===== config.mk =====
export PLATFORM = sky130hd
export DESIGN_NAME = tpem_event_map
export DESIGN_NICKNAME = d
export VERILOG_FILES = /design/src/tpem_pkg.sv /design/src/tpem_evt_lane.sv /design/src/tpem_event_map.sv
export SDC_FILE = /design/constraint.sdc
export NUM_CORES = 1
export LEC_CHECK = 0
export BUFFER_PORTS_ARGS = -buffer_cell sky130_fd_sc_hd__buf_2
export CORE_AREA = 3 3 114 116
export CTS_BUF_LIST = sky130_fd_sc_hd__clkbuf_4
export CTS_CLUSTER_SIZE = 12
export DETAILED_ROUTE_END_ITERATION = 10
export DIE_AREA = 0 0 117 119
export PLACE_DENSITY = 0.74
export REMOVE_ABC_BUFFERS = 1
export SYNTH_ARGS = -nofsm -noshare
export SYNTH_HDL_FRONTEND = slang
export SYNTH_SLANG_ARGS = --single-unit

===== constraint.sdc =====
create_clock -name CLK_SYS -period 4 [get_ports CLK_SYS]
set_input_delay 0.4 -clock CLK_SYS [delete_from_list [all_inputs] [get_ports CLK_SYS]]
set_output_delay 0.4 -clock CLK_SYS [all_outputs]
set_load 0.02 [all_outputs]

===== src/tpem_pkg.sv =====
// Package: event lanes, identifiers and carriers of the translation event map
package tpem_pkg;

  localparam int SID_W    = 24;
  localparam int CU_LANES = 31;
  localparam int BU_LANES = 4;
  localparam int CU_RAW_W = 28;

  // Central unit lanes
  localparam int CU_L_CYC  = 0;
  localparam int CU_L_REQ  = 1;
  localparam int CU_L_RAW0 = 2;
  localparam int CU_L_ATS  = 6;
  localparam int CU_L_WC0  = 7;
  localparam int CU_L_ERR0 = 23;

  // Buffer unit lanes
  localparam int BU_L_CYC = 0;
  localparam int BU_L_TXN = 1;
  localparam int BU_L_TRQ = 2;
  localparam int BU_L_ATS = 3;

  // Event identifiers
  localparam logic [7:0] EV_CYCLE    = 8'h00;
  localparam logic [7:0] EV_WC_BASE  = 8'h80;
  localparam logic [7:0] EV_ERR_BASE = 8'hc0;
  localparam logic [7:0] EV_BU_TXN   = 8'h01;
  localparam logic [7:0] EV_BU_TRQ   = 8'h02;
  localparam logic [7:0] EV_BU_ATS   = 8'h07;

  typedef struct packed {
    logic             valid;
    logic             ats;
    logic             spec;
    logic [SID_W-1:0] sid;
  } tpem_req_t;

  typedef struct packed {
    logic             en;
    logic [SID_W-1:0] sid;
  } tpem_flt_t;

  // Lanes below the walk caches carry their identifier as the lane number
  function automatic logic [7:0] tpem_cu_event_id(input int lane);
    if (lane < CU_L_WC0) begin
      return 8'(lane);
    end else if (lane < CU_L_ERR0) begin
      return EV_WC_BASE + 8'(lane - CU_L_WC0);
    end else begin
      return EV_ERR_BASE + 8'(lane - CU_L_ERR0);
    end
  endfunction

  function automatic logic [7:0] tpem_bu_event_id(input int lane);
    case (lane)
      BU_L_TXN: return EV_BU_TXN;
      BU_L_TRQ: return EV_BU_TRQ;
      BU_L_ATS: return EV_BU_ATS;
      default:  return EV_CYCLE;
    endcase
  endfunction

endpackage


===== src/tpem_evt_lane.sv =====
// One event lane: stream filter, secure gate and registered pulse
`timescale 1ns/10ps
module tpem_evt_lane #(
  parameter bit FILTERABLE = 1'b1,
  parameter bit SECURE     = 1'b0
) (
  // Clock and reset
  input  wire logic clk,
  input  wire logic rst,
  // Event in
  input  wire logic raw,
  input  wire logic match,
  input  wire logic secure_obs,
  // Increment out
  output logic      inc
);

  logic next_inc;

  always_comb begin
    next_inc = raw;
    if (FILTERABLE && !match) begin
      next_inc = 1'b0;
    end
    if (SECURE && !secure_obs) begin
      next_inc = 1'b0;
    end
  end

  always_ff @(posedge clk or posedge rst) begin
    if (rst) begin
      inc <= 1'b0;
    end else begin
      inc <= next_inc;
    end
  end

endmodule


===== src/tpem_event_map.sv =====
// Top: event sources of the translation units mapped onto counter lanes
`timescale 1ns/10ps
module tpem_event_map (
  // Clock and reset
  input  wire logic                        CLK_SYS,
  input  wire logic                        RST,
  // Low-power clock state, asynchronous
  input  wire logic                        LPI_GATED,
  // Counter group settings
  input  wire tpem_pkg::tpem_flt_t         CU_FLT,
  input  wire tpem_pkg::tpem_flt_t         BU_FLT,
  input  wire logic                        SECURE_OBS,
  // Central unit sources
  input  wire tpem_pkg::tpem_req_t         CU_REQ,
  input  wire logic [tpem_pkg::SID_W-1:0]  CU_SID,
  input  wire logic [tpem_pkg::CU_RAW_W-1:0] CU_EVT,
  // Buffer unit sources
  input  wire tpem_pkg::tpem_req_t         BU_TXN,
  input  wire tpem_pkg::tpem_req_t         BU_TRQ,
  // Central unit increments
  output logic [tpem_pkg::CU_LANES-1:0]    CU_INC,
  output logic [tpem_pkg::SID_W-1:0]       CU_INC_SID,
  // Buffer unit increments
  output logic [tpem_pkg::BU_LANES-1:0]    BU_INC,
  output logic [tpem_pkg::SID_W-1:0]       BU_TXN_SID,
  output logic [tpem_pkg::SID_W-1:0]       BU_TRQ_SID
);

  logic                          gated_meta;
  logic                          gated_q;
  logic                          cu_req_match;
  logic                          cu_evt_match;
  logic                          bu_txn_match;
  logic                          bu_trq_match;
  logic [tpem_pkg::CU_LANES-1:0] cu_raw;
  logic [tpem_pkg::CU_LANES-1:0] cu_match;
  logic [tpem_pkg::BU_LANES-1:0] bu_raw;
  logic [tpem_pkg::BU_LANES-1:0] bu_match;

  // Gated state comes from the clock controller, so it is synchronised
  always_ff @(posedge CLK_SYS or posedge RST) begin
    if (RST) begin
      gated_meta <= 1'b0;
      gated_q    <= 1'b0;
    end else begin
      gated_meta <= LPI_GATED;
      gated_q    <= gated_meta;
    end
  end

  // Match ignores spec status so those requests filter too
  assign cu_req_match = !CU_FLT.en || (CU_REQ.sid == CU_FLT.sid);
  assign cu_evt_match = !CU_FLT.en || (CU_SID == CU_FLT.sid);
  assign bu_txn_match = !BU_FLT.en || (BU_TXN.sid == BU_FLT.sid);
  assign bu_trq_match = !BU_FLT.en || (BU_TRQ.sid == BU_FLT.sid);

  genvar gi;
  generate
    for (gi = 0; gi < tpem_pkg::CU_LANES; gi++) begin : g_cu
      if (gi == tpem_pkg::CU_L_CYC) begin : g_cyc
        assign cu_raw[gi]   = !gated_q;
        assign cu_match[gi] = 1'b1;
      end else if (gi == tpem_pkg::CU_L_REQ) begin : g_req
        assign cu_raw[gi]   = CU_REQ.valid;
        assign cu_match[gi] = cu_req_match;
      end else if (gi == tpem_pkg::CU_L_ATS) begin : g_ats
        assign cu_raw[gi]   = CU_REQ.valid && CU_REQ.ats;
        assign cu_match[gi] = cu_req_match;
      end else if (gi < tpem_pkg::CU_L_ATS) begin : g_walk
        // Lanes 0x2 to 0x5 pass table and structure walk events
        assign cu_raw[gi]   = CU_EVT[gi-tpem_pkg::CU_L_RAW0];
        assign cu_match[gi] = cu_evt_match;
      end else begin : g_wc
        // Walk cache lookups, misses and corrected errors
        assign cu_raw[gi]   = CU_EVT[gi-tpem_pkg::CU_L_RAW0-1];
        assign cu_match[gi] = cu_evt_match;
      end
      tpem_evt_lane #(
        .FILTERABLE (gi != tpem_pkg::CU_L_CYC && gi < tpem_pkg::CU_L_ERR0),
        .SECURE     (gi >= tpem_pkg::CU_L_ERR0)
      ) u_lane (
        .clk        (CLK_SYS),
        .rst        (RST),
        .raw        (cu_raw[gi]),
        .match      (cu_match[gi]),
        .secure_obs (SECURE_OBS),
        .inc        (CU_INC[gi])
      );
    end
  endgenerate

  assign bu_raw[tpem_pkg::BU_L_CYC]   = !gated_q;
  assign bu_raw[tpem_pkg::BU_L_TXN]   = BU_TXN.valid;
  assign bu_raw[tpem_pkg::BU_L_TRQ]   = BU_TRQ.valid && !BU_TRQ.spec;
  assign bu_raw[tpem_pkg::BU_L_ATS]   = BU_TXN.valid && BU_TXN.ats;
  assign bu_match[tpem_pkg::BU_L_CYC] = 1'b1;
  assign bu_match[tpem_pkg::BU_L_TXN] = bu_txn_match;
  assign bu_match[tpem_pkg::BU_L_TRQ] = bu_trq_match;
  assign bu_match[tpem_pkg::BU_L_ATS] = bu_txn_match;

  generate
    for (gi = 0; gi < tpem_pkg::BU_LANES; gi++) begin : g_bu
      tpem_evt_lane #(
        .FILTERABLE (gi != tpem_pkg::BU_L_CYC),
        .SECURE     (1'b0)
      ) u_lane (
        .clk        (CLK_SYS),
        .rst        (RST),
        .raw        (bu_raw[gi]),
        .match      (bu_match[gi]),
        .secure_obs (SECURE_OBS),
        .inc        (BU_INC[gi])
      );
    end
  endgenerate

  // Stream identifiers travel alongside the pulses; all central unit lanes share one, the request's when CU_REQ is valid, else CU_SID
  always_ff @(posedge CLK_SYS or posedge RST) begin
    if (RST) begin
      CU_INC_SID <= '0;
    end else if (CU_REQ.valid) begin
      CU_INC_SID <= CU_REQ.sid;
    end else begin
      CU_INC_SID <= CU_SID;
    end
  end

  always_ff @(posedge CLK_SYS or posedge RST) begin
    if (RST) begin
      BU_TXN_SID <= '0;
      BU_TRQ_SID <= '0;
    end else begin
      BU_TXN_SID <= BU_TXN.sid;
      BU_TRQ_SID <= BU_TRQ.sid;
    end
  end

  property p_cyc_gated;
    @(posedge CLK_SYS) disable iff (RST)
      gated_q |=> !CU_INC[0] && !BU_INC[0];
  endproperty
  a_cyc_gated: assert property (p_cyc_gated)
    else $error("cycle event counted while clock gated");

  // Lanes capture from the first edge after release, so only edges with RST high are skipped
  property p_cyc_run;
    @(posedge CLK_SYS) disable iff (RST)
      !RST && !gated_q |=> CU_INC[0] && BU_INC[0];
  endproperty
  a_cyc_run: assert property (p_cyc_run)
    else $error("cycle event missing while clock runs");

  property p_filter_off;
    @(posedge CLK_SYS) disable iff (RST)
      CU_FLT.en && CU_SID != CU_FLT.sid |=> CU_INC[5:2] == 4'h0;
  endproperty
  a_filter_off: assert property (p_filter_off)
    else $error("walk event counted for another stream");

  property p_spec_filter;
    @(posedge CLK_SYS) disable iff (RST)
      CU_REQ.valid && CU_REQ.spec && CU_FLT.en && CU_REQ.sid != CU_FLT.sid
      |=> !CU_INC[1];
  endproperty
  a_spec_filter: assert property (p_spec_filter)
    else $error("speculative request escaped stream filter");

  property p_req;
    @(posedge CLK_SYS) disable iff (RST)
      CU_REQ.valid && (!CU_FLT.en || CU_REQ.sid == CU_FLT.sid)
      |=> CU_INC[1] && CU_INC_SID == $past(CU_REQ.sid);
  endproperty
  a_req: assert property (p_req)
    else $error("received request not signalled");

  property p_ats_only;
    @(posedge CLK_SYS) disable iff (RST)
      !(CU_REQ.valid && CU_REQ.ats) |=> !CU_INC[6];
  endproperty
  a_ats_only: assert property (p_ats_only)
    else $error("service event without service request");

  property p_bu_txn;
    @(posedge CLK_SYS) disable iff (RST)
      BU_TXN.valid && (!BU_FLT.en || BU_TXN.sid == BU_FLT.sid)
      |=> BU_INC[1] && BU_INC[3] == $past(BU_TXN.ats);
  endproperty
  a_bu_txn: assert property (p_bu_txn)
    else $error("downstream transaction not signalled");

  property p_bu_spec;
    @(posedge CLK_SYS) disable iff (RST)
      BU_TRQ.valid && BU_TRQ.spec |=> !BU_INC[2];
  endproperty
  a_bu_spec: assert property (p_bu_spec)
    else $error("speculative request counted");

  property p_secure;
    @(posedge CLK_SYS) disable iff (RST)
      !SECURE_OBS |=> CU_INC[30:23] == 8'h00;
  endproperty
  a_secure: assert property (p_secure)
    else $error("error event visible without secure observation");

  property p_wc_pulse;
    @(posedge CLK_SYS) disable iff (RST)
      !CU_EVT[4] |=> !CU_INC[7];
  endproperty
  a_wc_pulse: assert property (p_wc_pulse)
    else $error("walk cache lookup pulse without source");

endmodule


==> impl_metrics.yaml <==
route:
  drt_iter0_markers: 175
  firstDrtPassIters: 4
  avgRoutedWirePerCell_um: 16.9
  route.antenna.remaining_nets: 0
  drc_errors: 0
  viasPerCell: 4.75
  route.vias.total: 3844
  wirelength_um: 13700
place:
  hpwlAfterDp_um: 11100
  finalWeightedCongestion: 0.831
  placed_cell_count: 784
  placed_area_mm2: 0.00616
  port_buffers: 290
cts:
  post_cts_setup_repair_bufs: 0
  cts_root_buf: "clkbuf_4"
  clock_latency_on_the_worst_skew_pair_ns: 0.45
  cts_made_buffers: 9
  clock_path_buffers: 2
  clock_sink_count: 108
  htree_levels: 3
  cts_tree: "yes"
  cts.reportedPaths.clkPinSlew_ns: 0.18
synthesis:
  ys_top_cells_by_area: "dfrtp_1, xor2_1, mux2_2, buf_4, nor4_1"
  syn-mean-instance-area_um2: 12.4
  syn_area_mm2: 0.00481
  synthMostInstantiatedCell: "dfrtp_1"
  synth_enable_flop_cells: 0
  ys.flop_type: "dfrtp_1"
  area_fraction_of_the_dominant_cell_type_after_synthesis: 0.562
  synth.largest_area_cell: "dfrtp_1"
  post_synth_num_cell_types: 21
  ys_seq_area_frac: 0.562
  synth.yosys.warnings: 0
  ys_ff_latch: 108
  ys_async_sr_fraction: 1.00
  synth_common_cells: "dfrtp_1, xor2_1, buf_4"
  gate_count_post_synth: 389
critical_path:
  worst_path_max_delay_cell: "nand4_1"
  slowest_delay_ns: 0.94
  worstPathBufferInverterCount: 1
  rrSetupSlack_ns: 3.52
  worstSetupEndpointType: "register"
  start_kind: "input pin"
  reg2reg_to: "g_bu[0].u_lane.inc"
  cp_max_fo: 20
  startpoint_of_the_lowest_slack_register_to_register_path: "gated_q"
  cp.required_ns: 4.37
  path_cells: "buf_2 -> xor2_1 -> nor4_1 -> nand4_1 -> o22ai_1"
  worst_r2r_path_depth: 1
  path_class: "in -> reg"
  critPathTopFamily: "simple AND/OR/NAND/NOR gates"
  worst_ep_arrival_time_ns: 2.49
min_path:
  holdCritPathClass: "in -> async"
timing:
  final-hold-violation-count: 0
  setup_viol_count_final: 0
  rsz_0062_raised_after_global_routing: "no"
  skew_ns: 0.000116
  period_needed_ns: 2.13
  post_route_fraction_of_the_period_consumed_by_the_critical_path: 0.531
  setup_tns_ns: 0
  final-max-slew-violation-count: 0
  actual_slew_at_the_worst_max_slew_pin_ns: 1.09
  slew-limit-headroom: 0.272
  timing_limited_maximum_frequency_mhz: 471
grt:
  pin_count_of_the_biggest_net_entering_global_routing: 59
  met2_global_route_usage: 0.353
  first_global_vias: 4243
  grt_pass1_wl_um: 20700
  grtUsageMet3: 0.0600
  globalRouteMet1Util: 0.205
  grt_use_total: 0.193
  antenna_found_initial: 0
  grt_overflow_total: 0
  gr-max-usage-layer: "met2"
die:
  die_span_x_um: 117
  die_area_mm2: 0.0139
  start_util: 0.400
  die_span_y_um: 119
  row_count: 40
  design.portCount: 294
  core_mm2: 0.0120
power_and_ir_drop:
  power_density_mw_per_mm2: 344
  power.static_leakage_nw: 3.32
  power.ir.vdd_worst_mv: 0.142
cells_and_area:
  finalNetCount: 844
  layout.cell_area.non_filler_mm2: 0.00639
  area.growth.synth_to_final_pct: 33.0
  insertedDiodeCount: 0
  layoutNonFillerInstCount: 809
  post_route_cells_drive_above_1_share: 0.521
  post-route-util: 0.532
status:
  status: "finished clean"
run:
  max_cap_viol_count: 0
per-stage QoR:
step                total power, mW  hold WS, ns  setup slack [ns]
floorplan                      1.40        0.331             0.754
global placement               1.63        0.338              1.45
detailed placement             1.64        0.339              1.41
CTS                            2.22     0.000547              1.94
global route                   2.32     0.000177              1.73
finish                         2.20       0.0482              1.87
kinds of logic (layout without fill, tap and decap cells):
logic type / after synthesis / in the layout / share of synthesized area
AO/OA/AOI/OAI: 25 / 25 / 0.0419
AND/OR/NAND/NOR: 66 / 66 / 0.0776
XOR/XNOR: 96 / 96 / 0.175
multiplexers: 24 / 24 / 0.0562
flip-flops: 108 / 108 / 0.562
buffers and inverters: 70 / 343 / 0.0870
cell type report:
cell class / count / area [um^2]
clock inverters: 7 / 75.1
clock buffers: 9 / 67.6
inverters: 24 / 92.6
flip-flops and latches: 108 / 2700
multi-input cells: 211 / 1700
fillers: 1066 / 5620
repair buffers: 303 / 1570
well taps: 147 / 184
what timing repair did:
action	4_1_cts	5_1_grt
gates resized for setup	0	0
hold buffers	1	8
hold endpoints to repair	1	8
routing by layer:
metal  part of all wire  vias to the layer above
met4              0.020                        0
met5                  0                        -
li1                   -                     1800
met3              0.083                       20
met2               0.54                      183
met1               0.36                     1841
placed cells by master, fill, tap and decap left out:
| master | count |
|---|---|
| clkinv_4 | 2 |
| nor2_1 | 1 |
| buf_2 | 290 |
| nand3_1 | 23 |
| nor3_1 | 1 |
| nand4_1 | 5 |
| nor4_2 | 2 |
| buf_4 | 4 |
| dfrtp_1 | 108 |
| xor2_1 | 96 |
| nand2b_1 | 1 |
| clkinv_2 | 2 |
| o31ai_1 | 1 |
| and2_1 | 8 |
| o22ai_2 | 7 |
| nand2_1 | 3 |
| clkbuf_4 | 9 |
| or2_2 | 1 |
| inv_1 | 23 |
| o22ai_1 | 17 |
| dlygate4sd3_1 | 9 |
| inv_6 | 2 |
| inv_4 | 1 |
| bufinv_16 | 1 |
| mux2_2 | 24 |
| nor4_1 | 21 |
how the worst max path moves through the flow:
stage	start	end	slack, ns	cells after the start
6_report	CU_FLT[13]	g_cu[14].u_lane.inc	1.87	5
2_1_floorplan	RST	BU_TRQ_SID[0]	0.75	1
3_3_place_gp	CU_FLT[19]	g_cu[15].u_lane.inc	1.45	5
5_1_grt	CU_FLT[19]	g_cu[10].u_lane.inc	1.73	5
4_1_cts	CU_FLT[13]	g_cu[14].u_lane.inc	1.94	5
3_5_place_dp	CU_FLT[13]	g_cu[14].u_lane.inc	1.41	5
sequential cells by signal (all words and copies together), names as in the netlist:
name / cells
gated_q: 1
BU_TXN_SID: 24
BU_TRQ_SID: 24
CU_INC_SID: 24
g_cu.u_lane.inc: 30
gated_meta: 1
g_bu.u_lane.inc: 4
power breakdown:
part           internal, mW  switching, mW  total, mW
logic                 0.188          0.268      0.456
clock network         0.196          0.381      0.577
registers              1.15         0.0157       1.17
Power figures use the tool's default switching activity.
